`src/common/cco_defs.vh`:
```
// constants for the compare-output and event stage of one counter channel
// assumes a 100 MHz system clock; included by bare name from hdl files
`ifndef CCO_DEFS_VH
`define CCO_DEFS_VH

// register indices on the plain register port (4-bit address)
`define CCO_ADDR_W 4
`define CCO_REG_CTRL 4'h0
`define CCO_REG_CMPVAL 4'h1
`define CCO_REG_PULSE 4'h2
`define CCO_REG_HYST 4'h3
`define CCO_REG_FILT 4'h4
`define CCO_REG_COUNT 4'h5
`define CCO_REG_STATUS 4'h6
`define CCO_REG_EVENT 4'h7

// control register fields
`define CCO_CTRL_CHAR_LO 0
`define CCO_CTRL_CHAR_HI 1
`define CCO_CTRL_DIR_LO 2
`define CCO_CTRL_DIR_HI 3
`define CCO_CTRL_DOUT 4
`define CCO_CTRL_IE_GOPEN 8
`define CCO_CTRL_IE_GCLOSE 9
`define CCO_CTRL_IE_CMP 10
`define CCO_CTRL_IE_OFLW 11
`define CCO_CTRL_IE_UFLW 12
`define CCO_CTRL_RST 32'h0000_0000

// output characteristic encodings
`define CCO_CHAR_NONE 2'h0
`define CCO_CHAR_GE 2'h1
`define CCO_CHAR_LE 2'h2
`define CCO_CHAR_PULSE 2'h3

// main counting direction encodings
`define CCO_DIR_NONE 2'h0
`define CCO_DIR_UP 2'h1
`define CCO_DIR_DOWN 2'h2

// pulse length: 8-bit code, step 2 ms, max code 255 = 510 ms
`define CCO_PULSE_W 8
`define CCO_PULSE_STEP_MS 2
`define CCO_CLK_MHZ 100
// one millisecond tick, below 1 ms error
`define CCO_MS_CYCLES (`CCO_CLK_MHZ * 1000)
`define CCO_MS_W 17
`define CCO_PLEN_W 10

// filter frequency selection codes and minimum widths in ns
`define CCO_FSEL_W 3
`define CCO_F1K 3'h0
`define CCO_F2K 3'h1
`define CCO_F5K 3'h2
`define CCO_F10K 3'h3
`define CCO_F30K 3'h4
`define CCO_F60K 3'h5
`define CCO_W1K_NS 400000
`define CCO_W2K_NS 200000
`define CCO_W5K_NS 80000
`define CCO_W10K_NS 40000
`define CCO_W30K_NS 13000
`define CCO_W60K_NS 6700
`define CCO_CLK_NS 10
`define CCO_FCNT_W 16
`define CCO_FILT_RST 6'h1D

// status and event bits
`define CCO_EV_GOPEN 0
`define CCO_EV_GCLOSE 1
`define CCO_EV_CMP 2
`define CCO_EV_OFLW 3
`define CCO_EV_UFLW 4
`define CCO_NUM_EV 5
`define CCO_NUM_IN 4

`endif

```
`src/hdl/cco_compare_out.v`:
```
// compare-output and event stage of a 32-bit counter channel
// assumes counter value, step pulses and limit events come from a counter core;
// raw inputs synchronous to clk_sys; registers on a plain one-cycle port
//
// Design decisions made here: the address-and-strobe port and the register addresses.
`include "cco_defs.vh"

// block overview
// the counter core outside this stage owns the count itself; this stage
// only watches the value and the one-cycle update, overflow and underflow
// pulses that come with it.
// the comparator is looked at on update pulses only, so a value that sits
// still never retriggers anything, and a stale compare value written while
// the count rests takes effect with the next update.
// all outputs leave from flip-flops, one cycle after the cause; a user who
// needs the output on the very edge of the count must allow for that cycle.
// events are one-cycle pulses plus a sticky copy for software polling;
// there is no interrupt logic here, the event pulses go to whoever owns it.

module cco_compare_out (
  input wire clk_sys, // system clock, 100 MHz
  input wire srst, // synchronous reset, active high
  input wire [3:0] reg_addr, // register index
  input wire [31:0] reg_wdata, // write data
  input wire reg_wr, // write strobe
  input wire reg_rd, // read strobe
  output reg [31:0] reg_rdata, // read data, cycle after strobe
  input wire [31:0] count_val, // current counter value, signed
  input wire count_upd, // one-cycle counter update pulse
  input wire count_up, // direction of that update, 1 = up
  input wire count_oflw, // one-cycle overflow pulse
  input wire count_uflw, // one-cycle underflow pulse
  input wire sw_gate, // software gate of channel 3
  input wire [3:0] raw_in, // raw track a, track b, hw gate, latch
  output reg [3:0] filt_out, // filtered inputs, same order
  output reg chan_out, // channel digital output
  output reg compare_status_flag, // comparator status
  output reg [4:0] event_out // one-cycle events, enabled ones only
);

  // configuration registers
  reg [31:0] ctrl_reg; // characteristic, direction, enables, dout
  reg [31:0] ctrl_next;
  reg [31:0] cmpval_reg; // signed comparison value
  reg [31:0] cmpval_next;
  reg [7:0] plen_cfg_reg; // pulse length code, 2 ms each
  reg [7:0] plen_cfg_next;
  reg [7:0] hyst_reg; // hysteresis band
  reg [7:0] hyst_next;
  reg [5:0] filt_cfg_reg; // [2:0] count/gate freq, [5:3] latch freq
  reg [5:0] filt_cfg_next;
  reg [4:0] ev_sticky_reg; // sticky record of raised events
  reg [4:0] ev_sticky_next;

  wire [1:0] char_sel = ctrl_reg[`CCO_CTRL_CHAR_HI:`CCO_CTRL_CHAR_LO];
  wire [1:0] dir_sel = ctrl_reg[`CCO_CTRL_DIR_HI:`CCO_CTRL_DIR_LO];

  // minimum width in clock cycles for a frequency code
  // the widths of 80000 ns and above exceed 16 bits, so divide first and cut afterwards;
  // the longest width still fits the 16-bit counter after division
  // codes above the last named one fall back to the fastest setting
  function [`CCO_FCNT_W-1:0] min_cycles;
    input [2:0] sel;
    reg [31:0] ns;
    reg [31:0] cyc;
    begin
      case (sel)
        `CCO_F1K: ns = `CCO_W1K_NS;
        `CCO_F2K: ns = `CCO_W2K_NS;
        `CCO_F5K: ns = `CCO_W5K_NS;
        `CCO_F10K: ns = `CCO_W10K_NS;
        `CCO_F30K: ns = `CCO_W30K_NS;
        default: ns = `CCO_W60K_NS;
      endcase
      cyc = ns / `CCO_CLK_NS;
      min_cycles = cyc[`CCO_FCNT_W-1:0];
    end
  endfunction

  // input pulse filters: a new level must stay stable for the minimum width
  // the filter adds its own width as latency to every accepted edge;
  // a slower frequency setting therefore also delays gate events
  // filter next levels, gathered so that one process owns filt_out
  wire [3:0] filt_nx;

  genvar gi;
  generate
    for (gi = 0; gi < `CCO_NUM_IN; gi = gi + 1) begin : g_filt
      reg [`CCO_FCNT_W-1:0] cnt_reg; // stable-level counter
      wire [2:0] fsel = (gi == 3) ? filt_cfg_reg[5:3] : filt_cfg_reg[2:0];
      wire [`CCO_FCNT_W-1:0] lim = min_cycles(fsel);
      wire differ = raw_in[gi] != filt_out[gi]; // raw level departs from filtered
      wire done = (cnt_reg + 16'h0001) >= lim; // new level held long enough
      assign filt_nx[gi] = (differ && done) ? raw_in[gi] : filt_out[gi];
      // width counter of one line
      always @(posedge clk_sys) begin
        if (srst) begin
          cnt_reg <= 16'h0000;
        end else if (!differ || done) begin
          cnt_reg <= 16'h0000; // glitch ended or level taken: restart
        end else begin
          cnt_reg <= cnt_reg + 16'h0001;
        end
      end
    end
  endgenerate

  // filtered levels, one register for all four lines
  always @(posedge clk_sys) begin
    if (srst) begin
      filt_out <= 4'h0;
    end else begin
      filt_out <= filt_nx;
    end
  end

  // register writes
  // writes take effect on the next edge; there is no shadowing, so a
  // compare value changed between updates is used by the next update.
  // the pulse length code is not shadowed either: the timer copies it
  // when a pulse starts, which is what keeps a running pulse unchanged.
  // unmapped indices fall into the default branch and change nothing
  always @* begin
    ctrl_next = ctrl_reg;
    cmpval_next = cmpval_reg;
    plen_cfg_next = plen_cfg_reg;
    hyst_next = hyst_reg;
    filt_cfg_next = filt_cfg_reg;
    if (reg_wr) begin
      case (reg_addr)
        `CCO_REG_CTRL: ctrl_next = reg_wdata;
        `CCO_REG_CMPVAL: cmpval_next = reg_wdata;
        `CCO_REG_PULSE: plen_cfg_next = reg_wdata[7:0];
        `CCO_REG_HYST: hyst_next = reg_wdata[7:0];
        `CCO_REG_FILT: filt_cfg_next = reg_wdata[5:0];
        default: ctrl_next = ctrl_reg; // read-only, event clear (handled below) or unmapped
      endcase
    end
  end

  always @(posedge clk_sys) begin
    if (srst) begin
      ctrl_reg <= `CCO_CTRL_RST;
      cmpval_reg <= 32'h0000_0000;
      plen_cfg_reg <= 8'h00;
      hyst_reg <= 8'h00;
      filt_cfg_reg <= `CCO_FILT_RST; // latch 10 kHz, count 60 kHz
    end else begin
      ctrl_reg <= ctrl_next;
      cmpval_reg <= cmpval_next;
      plen_cfg_reg <= plen_cfg_next;
      hyst_reg <= hyst_next;
      filt_cfg_reg <= filt_cfg_next;
    end
  end

  // signed comparisons, extended by one bit to hold the hysteresis band
  // without the extra bit, compare value minus band could wrap at the
  // most negative count and release the output at the wrong place.
  // band settings of 0 and 1 both mean no band, so a release then
  // happens as soon as the plain condition fails
  wire signed [32:0] cnt_s = {count_val[31], count_val};
  wire signed [32:0] cmp_s = {cmpval_reg[31], cmpval_reg};
  wire signed [32:0] hys_s = (hyst_reg > 8'h01) ? {25'h0000000, hyst_reg} : 33'h000000000;
  wire ge_now = cnt_s >= cmp_s;
  wire le_now = cnt_s <= cmp_s;
  wire ge_off = cnt_s < (cmp_s - hys_s); // hysteresis release for ge
  wire le_off = cnt_s > (cmp_s + hys_s); // hysteresis release for le
  wire eq_now = cnt_s == cmp_s;
  wire dir_ok = (dir_sel == `CCO_DIR_UP) ? count_up :
                (dir_sel == `CCO_DIR_DOWN) ? !count_up : 1'b1;

  // comparator state and pulse timing
  // the millisecond timebase is a free cycle counter that restarts with
  // every pulse, so the pulse length error stays within one clock cycle
  // rather than a whole millisecond; trading a 17-bit counter for that.
  // the remaining count is in whole milliseconds, twice the length code
  reg cmp_reg; // comparison condition with hysteresis
  reg cmp_next;
  reg pulse_on_reg; // timed pulse running
  reg pulse_on_next;
  reg [`CCO_PLEN_W-1:0] ms_left_reg; // milliseconds remaining
  reg [`CCO_PLEN_W-1:0] ms_left_next;
  reg [`CCO_MS_W-1:0] tick_reg; // cycles within current millisecond
  reg [`CCO_MS_W-1:0] tick_next;
  reg out_next;
  reg flag_next;
  reg trig;

  // next state of comparator, pulse timer and output
  // trig marks the rising of the condition on an update; only a rise
  // starts a pulse, so sitting on the compare value gives one pulse.
  // leaving the pulse characteristic stops a running pulse at once.
  // a length of zero never starts the timer: the output then simply
  // follows the equality condition qualified by direction, update by update
  always @* begin
    cmp_next = cmp_reg;
    pulse_on_next = pulse_on_reg;
    ms_left_next = ms_left_reg;
    tick_next = tick_reg;
    trig = 1'b0;
    // comparator evaluated on counter updates only
    if (count_upd) begin
      case (char_sel)
        `CCO_CHAR_GE: begin
          if (ge_now) cmp_next = 1'b1;
          else if (ge_off) cmp_next = 1'b0;
        end
        `CCO_CHAR_LE: begin
          if (le_now) cmp_next = 1'b1;
          else if (le_off) cmp_next = 1'b0;
        end
        `CCO_CHAR_PULSE: cmp_next = eq_now && dir_ok;
        default: cmp_next = 1'b0;
      endcase
      trig = cmp_next && !cmp_reg;
    end
    if (char_sel != `CCO_CHAR_PULSE) begin
      pulse_on_next = 1'b0;
    end else if (pulse_on_reg) begin
      // running pulse ignores re-reaching the value
      if (tick_reg == `CCO_MS_CYCLES - 1) begin
        tick_next = {`CCO_MS_W{1'b0}};
        ms_left_next = ms_left_reg - 10'h001;
        if (ms_left_reg == 10'h001) pulse_on_next = 1'b0;
      end else begin
        tick_next = tick_reg + 17'h00001;
      end
    end else if (trig && plen_cfg_reg != 8'h00) begin
      // length latched now, later writes wait for the next pulse
      pulse_on_next = 1'b1;
      tick_next = {`CCO_MS_W{1'b0}};
      // code times the 2 ms step, kept at the timer's width
      ms_left_next = {1'b0, plen_cfg_reg, 1'b0};
    end
    // output characteristic drives pin and flag
    case (char_sel)
      `CCO_CHAR_NONE: begin
        out_next = ctrl_reg[`CCO_CTRL_DOUT];
        flag_next = 1'b0;
      end
      `CCO_CHAR_PULSE: begin
        // zero length holds output while value is met; a running pulse
        // keeps its old length even if the code is cleared meanwhile
        out_next = pulse_on_next || ((plen_cfg_reg == 8'h00) && cmp_next);
        flag_next = out_next;
      end
      default: begin
        out_next = cmp_next;
        flag_next = cmp_next;
      end
    endcase
  end

  // gate edge detect on filtered hardware gate
  // the delayed copy resets low like the filtered gate, so no false edge
  // appears after reset; the software gate only qualifies the event,
  // it does not gate the edge detector itself.
  // events need their enable bit; a disabled source leaves no sticky trace
  reg gate_d_reg; // previous filtered gate level
  wire gate_rise = filt_out[2] && !gate_d_reg;
  wire gate_fall = !filt_out[2] && gate_d_reg;
  reg [4:0] ev_raw;

  always @* begin
    ev_raw = 5'h00;
    ev_raw[`CCO_EV_GOPEN] = gate_rise && sw_gate && ctrl_reg[`CCO_CTRL_IE_GOPEN];
    ev_raw[`CCO_EV_GCLOSE] = gate_fall && sw_gate && ctrl_reg[`CCO_CTRL_IE_GCLOSE];
    ev_raw[`CCO_EV_CMP] = trig && (char_sel != `CCO_CHAR_NONE)
                          && ctrl_reg[`CCO_CTRL_IE_CMP];
    ev_raw[`CCO_EV_OFLW] = count_oflw && ctrl_reg[`CCO_CTRL_IE_OFLW];
    ev_raw[`CCO_EV_UFLW] = count_uflw && ctrl_reg[`CCO_CTRL_IE_UFLW];
    // sticky record: new event wins over a clear in the same cycle
    ev_sticky_next = ev_sticky_reg;
    if (reg_wr && reg_addr == `CCO_REG_EVENT) ev_sticky_next = ev_sticky_reg & ~reg_wdata[4:0];
    ev_sticky_next = ev_sticky_next | ev_raw;
  end

  // state and output flip-flops
  // the channel output, flag and events are registered here so that downstream logic sees clean
  // levels; the cost is one cycle between an update and the output.
  // the sticky record is cleared by reset only and by writing ones
  always @(posedge clk_sys) begin
    if (srst) begin
      cmp_reg <= 1'b0;
      pulse_on_reg <= 1'b0;
      ms_left_reg <= 10'h000;
      tick_reg <= 17'h00000;
      gate_d_reg <= 1'b0;
      ev_sticky_reg <= 5'h00;
      chan_out <= 1'b0;
      compare_status_flag <= 1'b0;
      event_out <= 5'h00;
    end else begin
      cmp_reg <= cmp_next;
      pulse_on_reg <= pulse_on_next;
      ms_left_reg <= ms_left_next;
      tick_reg <= tick_next;
      gate_d_reg <= filt_out[2];
      ev_sticky_reg <= ev_sticky_next;
      chan_out <= out_next;
      compare_status_flag <= flag_next;
      event_out <= ev_raw;
    end
  end

  // read data, valid the cycle after the strobe only
  // read data return to zero outside that cycle, so a master that samples
  // late sees zero rather than stale data; the count read is the value
  // on the port at the strobe, not a frozen copy.
  // the status word drops the output bit: the flag sits in bit zero
  always @(posedge clk_sys) begin
    if (srst || !reg_rd) begin
      reg_rdata <= 32'h0000_0000;
    end else begin
      case (reg_addr)
        `CCO_REG_CTRL: reg_rdata <= ctrl_reg;
        `CCO_REG_CMPVAL: reg_rdata <= cmpval_reg;
        `CCO_REG_PULSE: reg_rdata <= {24'h000000, plen_cfg_reg};
        `CCO_REG_HYST: reg_rdata <= {24'h000000, hyst_reg};
        `CCO_REG_FILT: reg_rdata <= {26'h0000000, filt_cfg_reg};
        `CCO_REG_COUNT: reg_rdata <= count_val;
        `CCO_REG_STATUS: reg_rdata <= {25'h0000000, pulse_on_reg, filt_out,
                                       compare_status_flag, chan_out} >> 1;
        `CCO_REG_EVENT: reg_rdata <= {27'h0000000, ev_sticky_reg};
        default: reg_rdata <= 32'h0000_0000; // unmapped reads zero
      endcase
    end
  end

endmodule

```
`config.mk`:
```
export PLATFORM = sky130hd
export DESIGN_NAME = cco_compare_out
export DESIGN_NICKNAME = d
export VERILOG_FILES = /design/src/hdl/cco_compare_out.v
export VERILOG_INCLUDE_DIRS = /design/src /design/src/common
export SDC_FILE = /design/constraint.sdc
export NUM_CORES = 1
export LEC_CHECK = 0
export ABC_AREA = 1
export BUFFER_PORTS_ARGS = -buffer_cell sky130_fd_sc_hd__buf_2
export CAP_MARGIN = 20
export CORE_UTILIZATION = 45
export CTS_CLUSTER_SIZE = 28
export DETAILED_ROUTE_END_ITERATION = 8
export HOLD_SLACK_MARGIN = 0.12
export PLACE_DENSITY = 0.7
export SETUP_SLACK_MARGIN = 0.2
export SLEW_MARGIN = 0
export SYNTH_ARGS = -nofsm -noshare
export SYNTH_HDL_FRONTEND = slang
export SYNTH_SLANG_ARGS = --single-unit
```
`constraint.sdc`:
```
create_clock -name clk_sys -period 9.3 [get_ports clk_sys]
set_clock_uncertainty 0.1 [all_clocks]
set_input_delay 0.465 -clock clk_sys [delete_from_list [all_inputs] [get_ports clk_sys]]
set_output_delay 0.465 -clock clk_sys [all_outputs]
set_load 0.05 [all_outputs]
```
---- Word level (Yosys, flattened, before mapping) ----
Cells that the tools add are included.
word-level totals
  register bits ........................... 228
  input port bits ......................... 81
  output and inout bits ................... 43
  logic and storage cells ................. 156
operators by class
  add/subtract/negate cells ............... 8
  divide/modulo/power cells ............... 2
  order comparisons ....................... 9
  equal/unequal tests ..................... 29
  muxes and demuxes ....................... 28
  bitwise operators ....................... 4
  reduce and logical (&&, ||, !) cells .... 53
operators with widths
  operator                                             number
  case mux 32 bit (8 select lines)                     1
  case mux 19 bit (5 select lines)                     2
  adder 16 x 1 -> 16 bit (second input constant)       4
  divider 32 x 4 -> 32 bit (second input constant)     2
  >= comparator 16 bit                                 4
  two-way mux 17 bit                                   3
  adder 32 x 9 -> 33 bit                               1
  greater-than comparator 32 x 33 -> 1 bit             1
  less-than comparator 32 x 33 -> 1 bit                1
  subtractor 32 x 9 -> 33 bit                          1
  == test 32 bit                                       1
  >= comparator 32 bit                                 1
  less-or-equal comparator 32 bit                      1
  two-way mux 10 bit                                   3
  logical AND 1 bit                                    19
  adder 17 x 1 -> 17 bit (second input constant)       1
  == test 17 bit (second input constant)               1
  == test 4 x 3 -> 1 bit (second input constant)       4
  two-way mux 1 bit                                    14
  == test 3 x 2 -> 1 bit (second input constant)       4
  AND reduction 2 bit                                  6
  == test 10 x 1 -> 1 bit (second input constant)      1
  subtractor 10 x 1 -> 10 bit (second input constant)  1
  zero test 1 bit                                      9
  27 further kinds                                     47

---- Logic depth before layout (Yosys ltp) ----
Gate-level depths: netlist of run 1.
  depth in word-level cells ............... 16
  gate-level depth with buffers ........... 64
  mapped depth without buffers ............ 63

---- Worst setup path before layout of run 1 ----
OpenSTA, ideal clock, no wires.
  path kind ............................... register to register
  start ................................... reg filt_cfg_reg[0]
  end ..................................... reg g_filt[2].cnt_reg[0]
  arrival time ............................ 6.634 ns
  data required time ...................... 9.134 ns
  path slack .............................. 2.499 ns
  cell stages (with the launch flop) ...... 64
  path buffers ............................ 1
  cells stage by stage .................... dfxtp_1 > inv_2 > nor2_1 > inv_1 > nor2_1 > ha_1 > nand3_2 > nand2_2 > nand2_2 > inv_1 > nor2_1 > ha_1 > inv_2 > o21bai_1 > nand3_1 > nand2_1 > nor2_1 > nand2_2 > [... 28 more ...] > o21a_1 > o21a_1 > o21ai_0 > nand2_1 > a21oi_1 > o21bai_1 > nand2_1 > nand2_1 > a21oi_1 > nor2_1 > nor2_1 > o21ai_0 > a21oi_1 > nor2_1 > nor3_1 > o211ai_1 > clkbuf_1 > nor2_1
between the ends
  cells in the longest elaborated chain, start to end .. 6
  elaborated cells between the ends (all ways) .. 10
ends and longest elaborated chain
  item                                           RTL line               source
  start, declared                                cco_compare_out.v:50   reg [5:0] filt_cfg_reg;
  start signal, assigned                         cco_compare_out.v:147  filt_cfg_reg <= `CCO_FILT_RST;
  start signal, assigned                         cco_compare_out.v:153  filt_cfg_reg <= filt_cfg_next;
  == test 3 bit, or another cell as far along    cco_compare_out.v:67   case (sel)
  case mux 19 bit (5 select lines) (*)           cco_compare_out.v:67
  divider 32 x 4 -> 32 bit (no source line) (*)  n/a
  >= comparator 16 bit (*)                       cco_compare_out.v:93   wire done = (cnt_reg + 16'h0001) >= lim;
  logical OR 1 bit (*)                           cco_compare_out.v:99   end else if (!differ || done) begin
  OR reduction 2 bit (no source line) (*)        n/a
  end signal, assigned                           cco_compare_out.v:102  cnt_reg <= cnt_reg + 16'h0001;
  end, declared                                  cco_compare_out.v:89   reg [`CCO_FCNT_W-1:0] cnt_reg;
Every way passes the cells marked *; elsewhere a longest branch is shown, timed or not.
A chain may end at the register's enable or synchronous reset.

---- Worst setup path in the final report of run 1 ----
  start ................................... reg filt_cfg_reg[0]
  end ..................................... reg g_filt[2].cnt_reg[14]
Same word-level chain as after synthesis.

==> results of run 1 <==
power breakdown:
part / internal, mW / switching [mW] / leakage (nW)
Clock: 0.677 / 0.439 / 0.454
Sequential: 0.988 / 0.0110 / 1.84
Combinational: 0.209 / 0.360 / 6.99
path summary, 6_finish.rpt:
path | startpoint | to | slack, ns | depth (start not counted)
max | filt_cfg_reg[0]$_SDFFE_PP1P_ | g_filt[2].cnt_reg[14]$_SDFF_PP0_ | 1.21 | 57
max reg2reg | filt_cfg_reg[0]$_SDFFE_PP1P_ | g_filt[2].cnt_reg[14]$_SDFF_PP0_ | 1.21 | 57
min | reg_wdata[15] | ctrl_reg[15]$_SDFFE_PP0P_ | 0.14 | 3
min reg2reg | ctrl_reg[20]$_SDFFE_PP0P_ | ctrl_reg[20]$_SDFFE_PP0P_ | 0.35 | 2
cell families (layout without fill, tap and decap cells):
family	count (synthesis)	count (layout)	synth area share [%]
buffers and inverters	472	605	10.3
adders and majority gates	202	202	14.7
and+or+nand+nor	1071	1071	27.8
AOI/OAI and AO/OA	462	462	15.5
other	0	2	0
xor gates and xnor gates	106	106	5.36
DFF	228	228	26.4
per-layer routing:
layer | wire length [um] | vias up | share of wire, % | GRT usage (%)
met2 | 22700 | 476 | 46 | 43.0
li1 | - | 8601 | - | -
met4 | 2110 | 6 | 4.3 | 11.5
met5 | 38 | - | 0.077 | 0
met3 | 3140 | 119 | 6.4 | 4.12
met1 | 21200 | 7683 | 43 | 30.3
critical path: cells and delay by family, from the launching register on:
kind / cells / cell delay, ns
compound gates: 13 / 2.15
fa+ha+maj: 4 / 1.00
buf+inv: 7 / 0.81
flops: 1 / 0.48
simple gates: 33 / 3.44
cell type report:
cell class | instances | share of cell area [%]
inverter | 402 | 7.72
clock inverter | 8 | 0.659
tap | 511 | 3.27
multi-input combinational | 1841 | 56.2
sequential | 228 | 23.4
timing repair buffer | 156 | 4.71
clock buffer | 39 | 4.10
antenna | 2 | 0.0256
placed cells by master, fill, tap and decap left out, drive strengths merged, types with 3 or more instances in the layout:
cell type,count
nand2,496
inv,399
nor2,283
dfxtp,228
a21oi,206
ha,200
buf,131
o21ai,129
nand3,128
xor2,96
nand4,64
nor3,58
clkbuf,40
dlygate4sd3,24
nor4,23
o211ai,23
o21a,22
o221ai,17
o22ai,14
xnor2,10
a211oi,9
or2,9
o21bai,9
clkinv,7
a31oi,5
a21boi,4
nand3b,4
a21o,4
o2111ai,3
a2111oi,3
a32o,3
bufinv,3
o31ai,3
==> results_dict.tcl, run 1 <==
set metrics [dict create \
    drt_iter0_markers 1106 \
    path_common_cell "nor2_1" \
    vias 16900 \
    die_area_um2 39300 \
    whs_ns 0.141 \
    synth_area_um2 17300 \
    wl_per_cell_um 15.4 \
    drive_above_1_share_pct 9.72 \
    fin_ws_ns 1.21 \
    ys_types 61 \
    port_buffers 123 \
    p_per_area_nw_per_um2 137 \
    grt_pass1_vias 16300 \
    numCtsBuffers 27 \
    ios 124 \
    crit_arrival_ns 8.46 \
    coreArea_um2 37800 \
    fill_cells 3735 \
    finish.utilization_pct 51.8 \
    synth_top_area_cell "dfxtp_1" \
    synthCells 2541 \
    fmax_mhz 124 \
    cts.sinks 228 \
    synth_top_cells_by_area "dfxtp_1 26%, ha_1 14%, nand2_1 10%, inv_1 8.4%, a21oi_1 5.9%" \
    cts_setup_buffers 0 \
    worstPathRequired_ns 9.67 \
    maxCapViolations 0 \
    finalHoldViolations 0 \
    synth_async_sr_flop_share_pct 0 \
    multi_input_area_um2 11000 \
    viasPerCell 5.30 \
    wirelength_mm 49.2 \
    htreeDepth 1 \
    insertion_delay_ns 0.56 \
    cts-root-buf "clkbuf_16" \
    drtPass1Iterations 5 \
    placed_cells 3113 \
    nets 2939 \
    overflow 0 \
    start_kind "flip-flop" \
    largest_reg_flops 64 \
    relSlewSlack_pct 28.3 \
    grtUsageTotal_pct 25.0 \
    syn-num-nets 2824 \
    yosys_warnings 0 \
    cts_tree "built" \
    worst_pin_slew_ns 1.07 \
    cp_max_fo 10 \
    status "finished, final reports clean" \
    cp-end-kind "flip-flop" \
    ys_ff_latch 228 \
    crit_slowest_cell "dfxtp_1" \
    slew_viol_final 0 \
    final.period_utilization_pct 87.0 \
    ctsHoldBuffers 24 \
    syn_area_per_cell_um2 6.81 \
    seqCellArea_um2 4560 \
    hold_class "in -> reg" \
    critPathKind "reg -> reg" \
    grt_max_degree 67 \
    die_h_um 198 \
    dpl.hpwl_mm 38.2 \
    ir_drop_v 0.000146 \
    rsz0062_at_grt "false" \
    synth_edf_count 0 \
    grt_pass1_wl_mm 79.3 \
    cts_buffer_depth 3 \
    grt_antenna_before_repair 5 \
    finalWorstPathRequiredPeriod_ns 8.09 \
    tns_ns 0 \
    synth_common_cells "467 x nand2_1, 386 x inv_1, 269 x nor2_1, 228 x dfxtp_1, 205 x a21oi_1" \
    yosysSeqAreaShare_pct 26.4 \
    fp-row-count 71 \
    totalPowerFinal_mw 2.68 \
    yosys.area.top_type_share_pct 26.4 \
    cts_resized 0 \
    ys.flop_type "dfxtp_1" \
    leakage_nw 9.29 \
    die_x_um 198 \
    drcViolationCount 0 \
    clkTransAtPathRegs_ns 0.06 \
    yosys.cell_count.top_type "nand2_1" \
    setup_violations 0 \
    ant_nets 0 \
    place.gp.congestion 0.936 \
    place_ws_ns 1.27 \
    slowest_delay_ns 0.48 \
    stdcell_area_um2 19500 \
    final_cell_count_no_fill 3187 \
    area_delta_synth_final_pct 12.9 \
    start_util_pct 45.9 \
    place_area_um2 18400 \
]
Power figures use the tool's default switching activity.
==> inputs of run 2 (changes only) <==
--- a/config.mk
+++ b/config.mk
@@ -9,11 +9,11 @@
 export ABC_AREA = 1
 export BUFFER_PORTS_ARGS = -buffer_cell sky130_fd_sc_hd__buf_2
 export CAP_MARGIN = 20
-export CORE_UTILIZATION = 45
+export CORE_UTILIZATION = 53
 export CTS_CLUSTER_SIZE = 28
 export DETAILED_ROUTE_END_ITERATION = 8
 export HOLD_SLACK_MARGIN = 0.12
-export PLACE_DENSITY = 0.7
+export PLACE_DENSITY = 0.79
 export SETUP_SLACK_MARGIN = 0.2
 export SLEW_MARGIN = 0
 export SYNTH_ARGS = -nofsm -noshare
==> run 2 against run 1 <==
Clock power down 9%; global-route usage up 4.3 points; total power down 3.2%; non-clock buffer count down 3; via count up 2.5%; critical path depth up 3; die area down 15%; fmax up 1.1%; wire length down 0.67%; first-iteration DRC count up 19%.
==> results_dict.tcl, run 2 (same netlist as run 1, synthesis figures left out) <==
set metrics [dict create \
    finalHoldViolations 0 \
    ir_drop_v 0.000141 \
    finish.utilization_pct 60.8 \
    cts-root-buf "clkbuf_16" \
    ctsHoldBuffers 22 \
    grt_antenna_before_repair 5 \
    r2r_start "filt_cfg_reg[0]$_SDFFE_PP1P_" \
    rsz0062_at_grt "false" \
    drtPass1Iterations 6 \
    drcViolationCount 0 \
    start_util_pct 54.3 \
    fmax_mhz 125 \
    insertion_delay_ns 0.55 \
    cts_buffer_depth 3 \
    switchingPower_mw 0.813 \
    drive_above_1_share_pct 9.77 \
    cts_tree "built" \
    place.gp.congestion 0.961 \
    p_per_area_nw_per_um2 134 \
    crit_path_start "filt_cfg_reg[0]$_SDFFE_PP1P_" \
    place_ws_ns 1.18 \
    wirelength_mm 48.9 \
    grt_max_degree 90 \
    layout_commonest_cell "nand2_1" \
    cpLargestDelayFamily "simple AND/OR/NAND/NOR gates" \
    crit_arrival_ns 8.36 \
    numCtsBuffers 26 \
    wl_per_cell_um 15.7 \
    grt_pass1_vias 16800 \
    seqPwrFrac_pct 38.4 \
    grt_pass1_wl_mm 80.4 \
    drt_iter0_markers 1318 \
    grtUsageTotal_pct 29.3 \
    cts_resized 0 \
    finalWorstPathRequiredPeriod_ns 8.01 \
    cts.sinks 228 \
    cp_max_fo 13 \
    worstPathRequired_ns 9.65 \
    largest_reg_flops 64 \
    ios 124 \
    final.period_utilization_pct 86.1 \
    slew_viol_final 0 \
    hold_class "in -> reg" \
    setup_violations 0 \
    relSlewSlack_pct 27.4 \
    slowest_delay_ns 0.49 \
    ant_nets 0 \
    totalPowerFinal_mw 2.60 \
    nets 2935 \
    cts_setup_buffers 0 \
    intPower_mw 1.79 \
    htreeDepth 1 \
    combPwrFrac_pct 22.2 \
    overflow 0 \
    crit_buf_inv 9 \
    layout_common_cells "466 x nand2_1, 386 x inv_1, 269 x nor2_1, 228 x dfxtp_1, 205 x a21oi_1" \
    placed_cells 3035 \
    critPathKind "reg -> reg" \
    vias 17300 \
    die_x_um 183 \
    fp-row-count 65 \
    worst_pin_slew_ns 1.08 \
    start_kind "flip-flop" \
    path_common_cell "nand2_1" \
    r2r_slack_ns 1.29 \
    area_delta_synth_final_pct 12.0 \
    maxCapViolations 0 \
    clkPwrFrac_pct 39.4 \
    leakage_nw 9.25 \
    fin_ws_ns 1.29 \
    tns_ns 0 \
    die_h_um 183 \
    clkTransAtPathRegs_ns 0.06 \
    viasPerCell 5.56 \
    die_area_um2 33400 \
    cp-end-kind "flip-flop" \
    worstHoldStart "reg_wdata[30]" \
    port_buffers 123 \
    status "finished, final reports clean" \
    p_sw_share_pct 31.3 \
    coreArea_um2 31900 \
    final_cell_count_no_fill 3110 \
    crit_slowest_cell "dfxtp_1" \
    dpl.hpwl_mm 37.7 \
]
## run 2: cell count changes in the layout (fill, tap and decap cells not counted), sizes merged
cell and delta:
clkinv +5, clkbuf -4, bufinv -3, clkinvlp +2
dlygate4sd3 -2, diode +1
## run 2: power groups by stage
stage	combinational (mW)	sequential [mW]	clock, mW
floorplan	0.412	1.02	0
global placement	0.539	1.02	0
detailed placement	0.560	1.02	0
CTS	0.570	0.999	1.04
global route	0.657	1.00	1.08
finish	0.577	0.999	1.02
## run 2: layer usage
metal  vias to the layer above  share of wire [%]  track usage [%]
li1                       8611                  -                -
met1                      7886                 42             35.1
met2                       635                 47             51.1
met3                       169                6.5             4.61
met4                         4                5.0             13.9
met5                         -              0.053                0
## run 2: worst min-delay path, stage by stage
cell     delay, ns
buf_2         0.09
o21ai_0       0.07
a21oi_1       0.12
## run 2: metrics by stage
stage               hold slack (ns)  area (um2)
floorplan                     0.330       17300
global placement              0.339       18200
detailed placement            0.354       18300
CTS                           0.124       19400
global route                  0.142       19400
finish                        0.135       19400
## run 2: worst paths after layout
path / end / depth (start not counted)
worst min-delay path: cmpval_reg[30]$_SDFFE_PP0P_ / 3
worst max-delay path: g_filt[2].cnt_reg[14]$_SDFF_PP0_ / 60
worst min register to register: ms_left_reg[1]$_SDFFE_PP0P_ / 2
worst max register to register: g_filt[2].cnt_reg[14]$_SDFF_PP0_ / 60
## run 2: final cells by class
class | count | area (um2)
inverter | 402 | 1510
antenna | 3 | 7.51
tap | 435 | 544
sequential | 228 | 4560
multi-input combinational | 1841 | 11000
clock inverter | 12 | 82.6
fill | 3020 | 12500
timing repair buffer | 153 | 928
clock buffer | 36 | 779
